`config.mk`:
```
export PLATFORM = sky130hd
export DESIGN_NAME = afaf_alu
export DESIGN_NICKNAME = d
export VERILOG_FILES = /design/src/hw/afaf_alu.v
export VERILOG_INCLUDE_DIRS = /design/src /design/src/include
export SDC_FILE = /design/constraint.sdc
export NUM_CORES = 1
export LEC_CHECK = 0
export BUFFER_PORTS_ARGS = -buffer_cell sky130_fd_sc_hd__buf_2
export CAP_MARGIN = 10
export CORE_MARGIN = 4
export CORE_UTILIZATION = 35
export CTS_BUF_LIST = sky130_fd_sc_hd__clkbuf_8 sky130_fd_sc_hd__clkbuf_16
export DETAILED_ROUTE_END_ITERATION = 7
export GPL_TIMING_DRIVEN = 0
export PLACE_DENSITY = 0.61
export SETUP_SLACK_MARGIN = 0.4
export SLEW_MARGIN = 25
export SYNTH_ARGS = -nofsm -noshare
export SYNTH_HDL_FRONTEND = slang
export SYNTH_SLANG_ARGS = --single-unit
```
`constraint.sdc`:
```
create_clock -name clk_sys -period 6.5 [get_ports clk_sys]
set_clock_uncertainty 0.05 [all_clocks]
set_input_delay 0.65 -clock clk_sys [delete_from_list [all_inputs] [get_ports clk_sys]]
set_output_delay 0.65 -clock clk_sys [all_outputs]
set_load 0.1 [all_outputs]
```
`src/include/afaf_consts.vh`:
```
/*
 * Constants for the add-group datapath: opcodes, addressing-mode codes,
 * bus cycle kinds, condition code bit positions, reset values and
 * register word offsets.
 * Assumes it is included by its bare name from the design file.
 */
`ifndef AFAF_CONSTS_VH
`define AFAF_CONSTS_VH

// ----------------------------------------------------------------
// Opcodes
// ----------------------------------------------------------------
`define AFAF_PREBYTE_PAGE2 8'h18
`define AFAF_OP_ACC_ADD 8'h06
`define AFAF_OP_LEA_X 8'h1A
`define AFAF_OP_LEA_Y 8'h19
`define AFAF_OP_ADC_A_IMM 8'h89
`define AFAF_OP_ADC_A_DIR 8'h99
`define AFAF_OP_ADC_A_IDX 8'hA9
`define AFAF_OP_ADC_A_EXT 8'hB9
`define AFAF_OP_ADC_B_IMM 8'hC9
`define AFAF_OP_ADC_B_DIR 8'hD9
`define AFAF_OP_ADC_B_IDX 8'hE9
`define AFAF_OP_ADC_B_EXT 8'hF9
`define AFAF_OP_ADD_A_IMM 8'h8B
`define AFAF_OP_ADD_A_DIR 8'h9B
`define AFAF_OP_ADD_A_IDX 8'hAB
`define AFAF_OP_ADD_A_EXT 8'hBB

// ----------------------------------------------------------------
// Addressing mode field, opcode bits 5:4
// ----------------------------------------------------------------
`define AFAF_MODE_IMM 2'h0
`define AFAF_MODE_DIR 2'h1
`define AFAF_MODE_IDX 2'h2
`define AFAF_MODE_EXT 2'h3

// ----------------------------------------------------------------
// Bus cycle kinds shown to the sequencer
// ----------------------------------------------------------------
`define AFAF_CYC_NONE 2'h0
`define AFAF_CYC_PROG 2'h1
`define AFAF_CYC_READ 2'h2
`define AFAF_CYC_FREE 2'h3

// ----------------------------------------------------------------
// Condition code bit positions
// ----------------------------------------------------------------
`define AFAF_CC_S 7
`define AFAF_CC_X 6
`define AFAF_CC_H 5
`define AFAF_CC_I 4
`define AFAF_CC_N 3
`define AFAF_CC_Z 2
`define AFAF_CC_V 1
`define AFAF_CC_C 0

// ----------------------------------------------------------------
// Reset values
// ----------------------------------------------------------------
`define AFAF_RST_ACC 8'h00
`define AFAF_RST_IDX 16'h0000
`define AFAF_RST_CCR 8'hD0

// ----------------------------------------------------------------
// Register word offsets (byte address is four times these)
// ----------------------------------------------------------------
`define AFAF_REG_ACC_A 3'h0
`define AFAF_REG_ACC_B 3'h1
`define AFAF_REG_IDX_X 3'h2
`define AFAF_REG_IDX_Y 3'h3
`define AFAF_REG_CCR 3'h4

`endif

```
`src/hw/afaf_alu.v`:
```
/*
 * Add-group datapath with flags: accumulator add, index adds through the
 * load-effective-address forms, and add with or without carry of a memory
 * byte. Holds the two accumulators, both index registers and the
 * condition codes, reachable over an Avalon-MM slave.
 * Assumes a bus sequencer that performs each requested cycle, supplies
 * effective addresses, and pulses bus_done per finished cycle.
 */
// Local design decisions: the register offsets and the Avalon-MM interface to the registers.
// How it works
// [RULE1] Prebyte form 18 06 adds B to A, writes A, and keeps B.
// [RULE2] Opcode 1A with postbyte E5 adds zero-extended B into X with full 16-bit carry.
// [RULE3] Opcode 19 with postbyte ED adds zero-extended B into Y with full 16-bit carry.
// [RULE4] The index adds take A, B, D or a 5-bit signed constant as the addend.
// [RULE5] Opcodes 89, 99, A9 (and B9) add operand plus carry into A.
// [RULE6] Opcodes C9, D9, E9 (and F9) add operand plus carry into B.
// [RULE7] Opcodes 8B, 9B, AB (and BB) add operand into A without carry.
// [RULE8] Half carry is the carry out of bit 3 of the 8-bit sum.
// [RULE9] Negative follows result bit 7.
// [RULE10] Zero is set only when the 8-bit result is zero.
// [RULE11] Overflow is set when equal operand signs give a result of other sign.
// [RULE12] Carry is the majority of both operand bit 7 and inverted result bit 7.
// [RULE13] Index adds run one program word fetch then one free cycle.
// [RULE14] Program information is requested only as aligned word fetch cycles.
// [RULE15] An optional cycle is a word fetch when misaligned and odd, otherwise free.
// [RULE16] Memory forms run their cycles in mode order and commit after the last.
// [RULE17] The S, X and I condition bits are kept by every add in the group.
`timescale 1ns/100ps
`include "afaf_consts.vh"

module afaf_alu (
	input wire clk_sys,
	input wire rst_n,
	input wire op_valid,
	output wire op_ready,
	input wire op_pre_vld,
	input wire [7:0] op_pre,
	input wire [7:0] op_code,
	input wire [7:0] op_post,
	input wire [7:0] op_imm,
	input wire op_misalign,
	output reg cyc_req_ff,
	output reg [1:0] cyc_kind_ff,
	input wire bus_done,
	input wire [7:0] rd_data,
	output reg done_ff,
	output reg bad_op_ff,
	input wire [2:0] avs_address,
	input wire avs_read,
	input wire avs_write,
	input wire [31:0] avs_writedata,
	input wire [3:0] avs_byteenable,
	output reg [31:0] avs_readdata,
	output wire avs_waitrequest
);

	// ----------------------------------------------------------------
	// Functions
	// ----------------------------------------------------------------

	// 8-bit add with flag terms, returns {h, n, z, v, c, r}
	function [12:0] afaf_add8;
		input [7:0] a;
		input [7:0] m;
		input cin;
		reg [7:0] r;
		begin
			r = a + m + {7'h00, cin};
			afaf_add8 = {
				// [RULE8] carry out of bit 3
				(a[3] & m[3]) | (m[3] & ~r[3]) | (~r[3] & a[3]),
				// [RULE9] sign of result
				r[7],
				// [RULE10] zero test
				(r == 8'h00),
				// [RULE11] signed overflow
				(a[7] & m[7] & ~r[7]) | (~a[7] & ~m[7] & r[7]),
				// [RULE12] carry majority
				(a[7] & m[7]) | (m[7] & ~r[7]) | (~r[7] & a[7]),
				r};
		end
	endfunction

	// Optional cycle becomes a word fetch only when it is needed
	function [1:0] afaf_opt_cyc;
		input fetch;
		begin
			// [RULE15] fetch or free
			afaf_opt_cyc = fetch ? `AFAF_CYC_PROG : `AFAF_CYC_FREE;
		end
	endfunction

	// ----------------------------------------------------------------
	// State
	// ----------------------------------------------------------------
	localparam ST_IDLE = 1'b0;
	localparam ST_RUN = 1'b1;

	reg state_ff;
	reg [7:0] acc_a_ff;
	reg [7:0] acc_b_ff;
	reg [15:0] idx_x_ff;
	reg [15:0] idx_y_ff;
	reg [7:0] ccr_ff;
	reg [5:0] seq_ff;
	reg [1:0] last_ff;
	reg [1:0] pos_ff;
	reg [7:0] opnd_ff;
	reg is_lea_ff;
	reg dst_b_ff;
	reg use_c_ff;
	reg lea_y_ff;
	reg [15:0] addend_ff;
	reg rsp_ff;

	// ----------------------------------------------------------------
	// Decode of the offered instruction
	// ----------------------------------------------------------------
	reg dec_ok;
	reg dec_lea;
	reg [5:0] dec_seq;
	reg [1:0] dec_last;
	reg [15:0] dec_addend;
	wire [1:0] dec_mode = op_code[5:4];
	wire mem_form = (op_code[3:0] == 4'h9 && op_code[7]) ||
		(op_code[3:0] == 4'hB && op_code[7:6] == 2'h2);

	// Bus requests have priority while idle so that writes never race a commit
	assign op_ready = (state_ff == ST_IDLE) && !avs_read && !avs_write;
	wire op_take = op_valid && op_ready;

	// Cycle list and addend chosen from opcode and postbyte
	always @* begin
		dec_ok = 1'b0;
		dec_lea = 1'b0;
		dec_seq = 6'h00;
		dec_last = 2'h0;
		dec_addend = 16'h0000;
		if (op_pre_vld) begin
			if (op_pre == `AFAF_PREBYTE_PAGE2 && op_code == `AFAF_OP_ACC_ADD) begin
				dec_ok = 1'b1;
				// [RULE15] prebyte and remainder optional cycles alternate
				dec_seq = {2'h0, afaf_opt_cyc(!op_misalign), afaf_opt_cyc(op_misalign)};
				dec_last = 2'h1;
			end
		end else if (op_code == `AFAF_OP_LEA_X || op_code == `AFAF_OP_LEA_Y) begin
			dec_ok = 1'b1;
			dec_lea = 1'b1;
			// [RULE13] word fetch then free cycle
			dec_seq = {2'h0, `AFAF_CYC_FREE, `AFAF_CYC_PROG};
			dec_last = 2'h1;
			// [RULE4] addend select
			if (op_post[7:5] == 3'h7 && op_post[2] == 1'b1) begin
				case (op_post[1:0])
					2'h0: dec_addend = {8'h00, acc_a_ff};
					2'h1: dec_addend = {8'h00, acc_b_ff};
					2'h2: dec_addend = {acc_a_ff, acc_b_ff};
					default: dec_ok = 1'b0;
				endcase
			end else if (op_post[7] == 1'b0) begin
				dec_addend = {{11{op_post[4]}}, op_post[4:0]};
			end else begin
				dec_ok = 1'b0;
			end
		end else if (mem_form) begin
			dec_ok = 1'b1;
			// [RULE16] per-mode cycle order
			case (dec_mode)
				`AFAF_MODE_IMM: begin
					// [RULE14] aligned word fetch
					dec_seq = {4'h0, `AFAF_CYC_PROG};
					dec_last = 2'h0;
				end
				`AFAF_MODE_EXT: begin
					dec_seq = {afaf_opt_cyc(op_misalign), `AFAF_CYC_PROG, `AFAF_CYC_READ};
					dec_last = 2'h2;
				end
				default: begin
					dec_seq = {`AFAF_CYC_FREE, `AFAF_CYC_PROG, `AFAF_CYC_READ};
					dec_last = 2'h2;
				end
			endcase
		end
	end

	// ----------------------------------------------------------------
	// Commit values
	// ----------------------------------------------------------------
	wire [7:0] src_acc = dst_b_ff ? acc_b_ff : acc_a_ff;
	wire [12:0] add_res = afaf_add8(src_acc, opnd_ff, use_c_ff & ccr_ff[`AFAF_CC_C]);
	wire [15:0] lea_base = lea_y_ff ? idx_y_ff : idx_x_ff;
	// [RULE2] [RULE3] 16-bit add, low byte carry ripples high
	wire [15:0] lea_sum = lea_base + addend_ff;
	// [RULE17] S, X and I pass through unchanged
	wire [7:0] ccr_new = {ccr_ff[`AFAF_CC_S], ccr_ff[`AFAF_CC_X], add_res[12],
		ccr_ff[`AFAF_CC_I], add_res[11:8]};
	wire last_done = (state_ff == ST_RUN) && bus_done && (pos_ff == last_ff);

	// ----------------------------------------------------------------
	// Register bus
	// ----------------------------------------------------------------

	// One wait cycle per access; the answer only comes while idle
	assign avs_waitrequest = (avs_read || avs_write) && !rsp_ff;
	wire bus_wr = avs_write && rsp_ff;

	// ----------------------------------------------------------------
	// Sequencer and registers
	// ----------------------------------------------------------------

	// Cycle stepping, operand capture and commit
	always @(posedge clk_sys) begin
		if (!rst_n) begin
			state_ff <= ST_IDLE;
			acc_a_ff <= `AFAF_RST_ACC;
			acc_b_ff <= `AFAF_RST_ACC;
			idx_x_ff <= `AFAF_RST_IDX;
			idx_y_ff <= `AFAF_RST_IDX;
			ccr_ff <= `AFAF_RST_CCR;
			seq_ff <= 6'h00;
			last_ff <= 2'h0;
			pos_ff <= 2'h0;
			opnd_ff <= 8'h00;
			is_lea_ff <= 1'b0;
			dst_b_ff <= 1'b0;
			use_c_ff <= 1'b0;
			lea_y_ff <= 1'b0;
			addend_ff <= 16'h0000;
			cyc_req_ff <= 1'b0;
			cyc_kind_ff <= `AFAF_CYC_NONE;
			done_ff <= 1'b0;
			bad_op_ff <= 1'b0;
			rsp_ff <= 1'b0;
			avs_readdata <= 32'h00000000;
		end else begin
			done_ff <= 1'b0;
			bad_op_ff <= 1'b0;
			rsp_ff <= (avs_read || avs_write) && !rsp_ff && (state_ff == ST_IDLE);
			if ((avs_read || avs_write) && !rsp_ff) begin
				case (avs_address)
					`AFAF_REG_ACC_A: avs_readdata <= {24'h000000, acc_a_ff};
					`AFAF_REG_ACC_B: avs_readdata <= {24'h000000, acc_b_ff};
					`AFAF_REG_IDX_X: avs_readdata <= {16'h0000, idx_x_ff};
					`AFAF_REG_IDX_Y: avs_readdata <= {16'h0000, idx_y_ff};
					`AFAF_REG_CCR: avs_readdata <= {24'h000000, ccr_ff};
					default: avs_readdata <= 32'h00000000;
				endcase
			end
			// Software loads, only possible while idle
			if (bus_wr) begin
				case (avs_address)
					`AFAF_REG_ACC_A: if (avs_byteenable[0]) acc_a_ff <= avs_writedata[7:0];
					`AFAF_REG_ACC_B: if (avs_byteenable[0]) acc_b_ff <= avs_writedata[7:0];
					`AFAF_REG_IDX_X: begin
						if (avs_byteenable[0]) idx_x_ff[7:0] <= avs_writedata[7:0];
						if (avs_byteenable[1]) idx_x_ff[15:8] <= avs_writedata[15:8];
					end
					`AFAF_REG_IDX_Y: begin
						if (avs_byteenable[0]) idx_y_ff[7:0] <= avs_writedata[7:0];
						if (avs_byteenable[1]) idx_y_ff[15:8] <= avs_writedata[15:8];
					end
					`AFAF_REG_CCR: if (avs_byteenable[0]) ccr_ff <= avs_writedata[7:0];
					default: ;
				endcase
			end
			case (state_ff)
				ST_IDLE: begin
					if (op_take && !dec_ok) begin
						bad_op_ff <= 1'b1;
						done_ff <= 1'b1;
					end else if (op_take) begin
						state_ff <= ST_RUN;
						seq_ff <= dec_seq;
						last_ff <= dec_last;
						pos_ff <= 2'h0;
						cyc_req_ff <= 1'b1;
						cyc_kind_ff <= dec_seq[1:0];
						is_lea_ff <= dec_lea;
						addend_ff <= dec_addend;
						lea_y_ff <= (op_code == `AFAF_OP_LEA_Y);
						// [RULE1] B is the operand and stays put
						opnd_ff <= op_pre_vld ? acc_b_ff : op_imm;
						// [RULE6] B destination for the C9 row
						dst_b_ff <= !op_pre_vld && (op_code[7:6] == 2'h3);
						// [RULE5] [RULE7] carry only for the x9 opcodes
						use_c_ff <= !op_pre_vld && (op_code[3:0] == 4'h9);
					end
				end
				ST_RUN: begin
					if (bus_done) begin
						if (cyc_kind_ff == `AFAF_CYC_READ) begin
							opnd_ff <= rd_data;
						end
						if (last_done) begin
							state_ff <= ST_IDLE;
							cyc_req_ff <= 1'b0;
							cyc_kind_ff <= `AFAF_CYC_NONE;
							done_ff <= 1'b1;
						end else begin
							pos_ff <= pos_ff + 2'h1;
							cyc_kind_ff <= (pos_ff == 2'h0) ? seq_ff[3:2] : seq_ff[5:4];
						end
					end
				end
				default: state_ff <= ST_IDLE;
			endcase
			// [RULE16] result and flags land after the final cycle
			if (last_done && is_lea_ff) begin
				if (lea_y_ff) begin
					idx_y_ff <= lea_sum;
				end else begin
					idx_x_ff <= lea_sum;
				end
			end else if (last_done) begin
				if (dst_b_ff) begin
					acc_b_ff <= add_res[7:0];
				end else begin
					acc_a_ff <= add_res[7:0];
				end
				ccr_ff <= ccr_new;
			end
		end
	end

endmodule

```
==> key figures <==
Run status
  – Result of the run: finished, final reports clean

Global route
  – Pin count of the biggest net entering global routing: 17
  – Vias in the first global route: 6599
  – Gr ovfl total: 0
  – Antenna violations before repair: 0
  – Combined global-route utilization of all metal layers: 20.36%
  – Wire length of the first global-routing pass: 37.59 mm

Timing
  – Final Max Tran Viols: 0
  – Setup repair after global routing missed its margin: false
  – Achievable frequency: 246.4 MHz
  – Number of endpoints failing setup at the final stage: 0
  – Min Tclk post-route: 4.058 ns
  – Worst Max-Slew Pin Slew: 1.048 ns
  – Rel. slew slack: 29.76%
  – Hold Fails Final Rpt: 0
  – Fin crit share: 62.43%
  – Aggregate negative setup slack: 0 ns

Flow run
  – MaxCap Viol Count: 0

Critical path
  – Delay of the slowest cell on the worst path: 0.62 ns
  – CP endpoint kind: flip-flop
  – Most Frequent Cell on Critical Path: sky130_fd_sc_hd__buf_1
  – WS Path Type: reg2reg
  – Max Fanout on Critical Path: 10
  – Cell at the slowest stage of the critical path: sky130_fd_sc_hd__o41ai_1
  – List of cells traversed by the critical path: buf_1 -> buf_1 -> mux2i_1 -> fa_1 -> nor2b_1 -> o2111ai_1 -> a41oi_1 -> o41ai_1 -> nor2_1 -> a2111oi_0
  – Setup crit start kind: flip-flop
  – Data required time of the critical path: 6.74 ns
  – Worst Path Arrival: 4.30 ns

Final layout
  – Layout Cell Area excl Fill: 8766 um^2
  – Post-layout nets: 1100
  – Ant diodes: 0
  – Share of layout cells above drive strength 1: 19.46%
  – Signed area change from the synthesized netlist to the final layout: 20.98%
  – Flip-flop and latch area: 2302 um^2
  – Total area of multi-input combinational cells: 4566 um^2
  – Fill cell total of the finished layout: 2077

Hold path
  – Class of the tightest hold or removal check: reg2reg

Power
  – P_leak: 3.742 nW
  – Internal power consumption: 1.483 mW
  – Max IR drop VDD: 127.2 uV
  – Pwr per Cell Area: 225.8 nW/um^2
  – Part of the total power dissipated in combinational logic: 9.0%
  – Net switching share of the total power: 25.08%
  – Switching power: 0.4965 mW
  – Power share of the sequential group: 35.9%
  – Clock share of power: 55.1%

Detailed routing
  – Total wirelength of the detailed-routed design: 23.72 mm
  – Count of nets left with antenna violations after detail routing: 0
  – Number of detailed-route iterations in the first pass: 7
  – Total DRC errors in the routed layout: 0
  – Avg WL per Cell: 18.72 um
  – Via total after detailed routing: 6933
  – Via/cell ratio: 5.472
  – Iteration-0 DRC count of the detailed router: 590

Placed design
  – Area post-placement: 8090 um^2
  – DPL Wire Length: 18.27 mm
  – IO buf count: 90
  – RePlAce Congestion: 0.8950

Die
  – Floorplan die area: 23070 um^2
  – Floorplan core area: 20300 um^2
  – Standard-cell row count: 52
  – Io pins: 126
  – Floorplan die width: 151.9 um
  – Effective utilization at floorplan: 35.69%
  – Die Height: 151.9 um

Clocking
  – Buffer cell driving the clock tree root: sky130_fd_sc_hd__clkbuf_16
  – Num CTS Buffers: 17
  – TritonCTS clock tree: built
  – Clock net sink count: 115
  – CTS H-tree depth: 4
  – Hold buffer count at CTS: 0
  – Setup Buffers After CTS: 0
  – Source-to-sink clock delay at the later pin of the worst-skew pair: 0.43 ns
  – Reg clk slew, reported paths: 0.06 ns
  – Number of gates given a new drive strength after cts: 0
  – Maximum count of clock buffers along a single path: 2

Logic synthesis
  – Yosys warning total: 0
  – Synthesized cell area: 7246 um^2
  – Seq/Total Area, Yosys: 31.77%
  – Average size of a mapped cell: 8.425 um^2
  – Distinct cell type count of the synthesized netlist: 64
  – Flip-flop and latch count after synthesis: 115
  – Post-synthesis cell count: 860
  – Number of flops mapped to enable cells by yosys: 0
  – Post-synth top flop: sky130_fd_sc_hd__dfxtp_1
  – Asr flop ratio synth: 0%
==> kinds of logic after synthesis <==
kind of cell	synth area share, %
flip-flops	31.77
adder cells (fa/ha/maj)	5.526
XOR/XNOR	2.297
multiplexers	16.87
AND/OR/NAND/NOR	17.35
buffers and inverters	5.992
AO/OA/AOI/OAI	20.13
other	0.05175
==> layer usage <==
layer  global-route usage, %  share of wire, %  wire [um]
met5                       0                 0          0
met2                   31.71                45      10610
met4                   6.464               2.5        596
met1                   28.25                47      11120
met3                   4.323               5.9       1398
==> Yosys cell counts (4+ instances only) <==
master,number,area [um^2]
sky130_fd_sc_hd__nor2b_1,8,50.05
sky130_fd_sc_hd__inv_1,23,86.33
sky130_fd_sc_hd__o31ai_1,4,30.03
sky130_fd_sc_hd__xnor2_1,8,70.07
sky130_fd_sc_hd__mux2_2,41,461.7
sky130_fd_sc_hd__a221oi_1,4,35.03
sky130_fd_sc_hd__a21o_1,9,67.56
sky130_fd_sc_hd__o21a_1,5,37.54
sky130_fd_sc_hd__mux2i_1,76,760.7
sky130_fd_sc_hd__and3_1,6,37.54
sky130_fd_sc_hd__a22oi_1,12,90.09
sky130_fd_sc_hd__or3_1,19,118.9
sky130_fd_sc_hd__nand3_1,20,100.1
sky130_fd_sc_hd__nor2_1,68,255.2
sky130_fd_sc_hd__buf_2,5,25.02
sky130_fd_sc_hd__o2bb2ai_1,5,43.79
sky130_fd_sc_hd__fa_1,5,100.1
sky130_fd_sc_hd__xor2_1,11,96.34
sky130_fd_sc_hd__o21ai_0,31,155.2
sky130_fd_sc_hd__nand2_1,77,289.0
sky130_fd_sc_hd__a21oi_1,80,400.4
sky130_fd_sc_hd__o22ai_1,9,56.30
sky130_fd_sc_hd__a211oi_1,41,307.8
sky130_fd_sc_hd__o21bai_1,4,30.03
sky130_fd_sc_hd__nor3b_1,4,30.03
sky130_fd_sc_hd__clkbuf_1,37,138.9
sky130_fd_sc_hd__dfxtp_1,115,2302
sky130_fd_sc_hd__buf_4,16,120.1
sky130_fd_sc_hd__buf_1,11,41.29
sky130_fd_sc_hd__nor3_1,17,85.08
sky130_fd_sc_hd__nand4_1,9,56.30
sky130_fd_sc_hd__ha_1,24,300.3
==> cell usage in the layout (no fill, tap or decap), types with 6 or more instances in the layout <==
cell | netlist | layout
sky130_fd_sc_hd__dfxtp_1 | 115 | 115
sky130_fd_sc_hd__buf_2 | 5 | 95
sky130_fd_sc_hd__a21oi_1 | 80 | 80
sky130_fd_sc_hd__nand2_1 | 77 | 77
sky130_fd_sc_hd__mux2i_1 | 76 | 76
sky130_fd_sc_hd__nor2_1 | 68 | 68
sky130_fd_sc_hd__mux2_2 | 41 | 41
sky130_fd_sc_hd__a211oi_1 | 41 | 41
sky130_fd_sc_hd__clkbuf_1 | 37 | 37
sky130_fd_sc_hd__o21ai_0 | 31 | 31
sky130_fd_sc_hd__inv_1 | 23 | 25
sky130_fd_sc_hd__ha_1 | 24 | 24
sky130_fd_sc_hd__nand3_1 | 20 | 20
sky130_fd_sc_hd__or3_1 | 19 | 19
sky130_fd_sc_hd__nor3_1 | 17 | 17
sky130_fd_sc_hd__clkbuf_16 | 0 | 17
sky130_fd_sc_hd__buf_4 | 16 | 16
sky130_fd_sc_hd__conb_1 | 1 | 16
sky130_fd_sc_hd__a22oi_1 | 12 | 12
sky130_fd_sc_hd__buf_1 | 11 | 11
sky130_fd_sc_hd__xor2_1 | 11 | 11
sky130_fd_sc_hd__a21o_1 | 9 | 9
sky130_fd_sc_hd__nand4_1 | 9 | 9
sky130_fd_sc_hd__o22ai_1 | 9 | 9
sky130_fd_sc_hd__xnor2_1 | 8 | 8
sky130_fd_sc_hd__nor2b_1 | 8 | 8
sky130_fd_sc_hd__and3_1 | 6 | 6
sky130_fd_sc_hd__bufinv_16 | 0 | 6
==> critical path, delay by kind of cell, from the launching register on <==
family,cells,cell delay (ns)
buffers and inverters,2,1.07
adders and majority gates,1,0.29
AOI/OAI and AO/OA,4,1.58
DFF,1,0.37
and+or+nand+nor,2,0.19
muxes,1,0.37
==> layout make-up <==
class / count / area share, %
Buffer: 71 / 3.968
Clock buffer: 18 / 5.010
Clock inverter: 14 / 2.698
Inverter: 23 / 0.9849
Multi-Input combinational cell: 666 / 52.08
Sequential cell: 115 / 26.26
Tap cell: 270 / 3.854
Timing Repair Buffer: 90 / 5.138
==> registers in the layout (all words and copies together), names as in the netlist, 2 cells and up <==
| register | cells |
|---|---|
| idx_x_ff | 16 |
| seq_ff | 4 |
| cyc_kind_ff | 2 |
| acc_b_ff | 8 |
| idx_y_ff | 16 |
| acc_a_ff | 8 |
| avs_readdata | 16 |
| opnd_ff | 8 |
| ccr_ff | 8 |
| pos_ff | 2 |
| last_ff | 2 |
| addend_ff | 16 |
==> path summary, 6_finish.rpt <==
path                               start                       to  slack (ns)  cells past startpoint
setup / recovery   lea_y_ff$_SDFFE_PN0P_  idx_x_ff[12]$_SDFF_PN0_        2.44                     10
setup reg to reg   lea_y_ff$_SDFFE_PN0P_  idx_x_ff[12]$_SDFF_PN0_        2.44                     10
hold / removal    seq_ff[4]$_SDFFE_PN0P_   seq_ff[4]$_SDFFE_PN0P_        0.41                      2
hold reg to reg   seq_ff[4]$_SDFFE_PN0P_   seq_ff[4]$_SDFFE_PN0P_        0.41                      2
==> stage by stage <==
step | worst slack [ns] | power (mW) | hold slack, ns | util, % | std cells
3_5_place_dp | 2.500 | 0.9028 | 0.3993 | 39.85 | 1235
6_report | 2.442 | 1.980 | 0.4093 | 43.18 | 1267
3_3_place_gp | 2.579 | 0.9020 | 0.3914 | 39.85 | 1235
4_1_cts | 2.489 | 1.985 | 0.4072 | 43.18 | 1267
5_1_grt | 1.962 | 2.033 | 0.4356 | 43.18 | 1267
2_1_floorplan | 1.982 | 0.8452 | 0.3773 | - | 875
==> power by group through the flow <==
stage               combinational [mW]  sequential [mW]  clock (mW)
detailed placement               0.176            0.727           0
global route                     0.189            0.712        1.13
floorplan                        0.113            0.732           0
CTS                              0.177            0.711        1.10
finish                           0.178            0.711        1.09
global placement                 0.175            0.727           0
(Power assumes the default switching activity.)
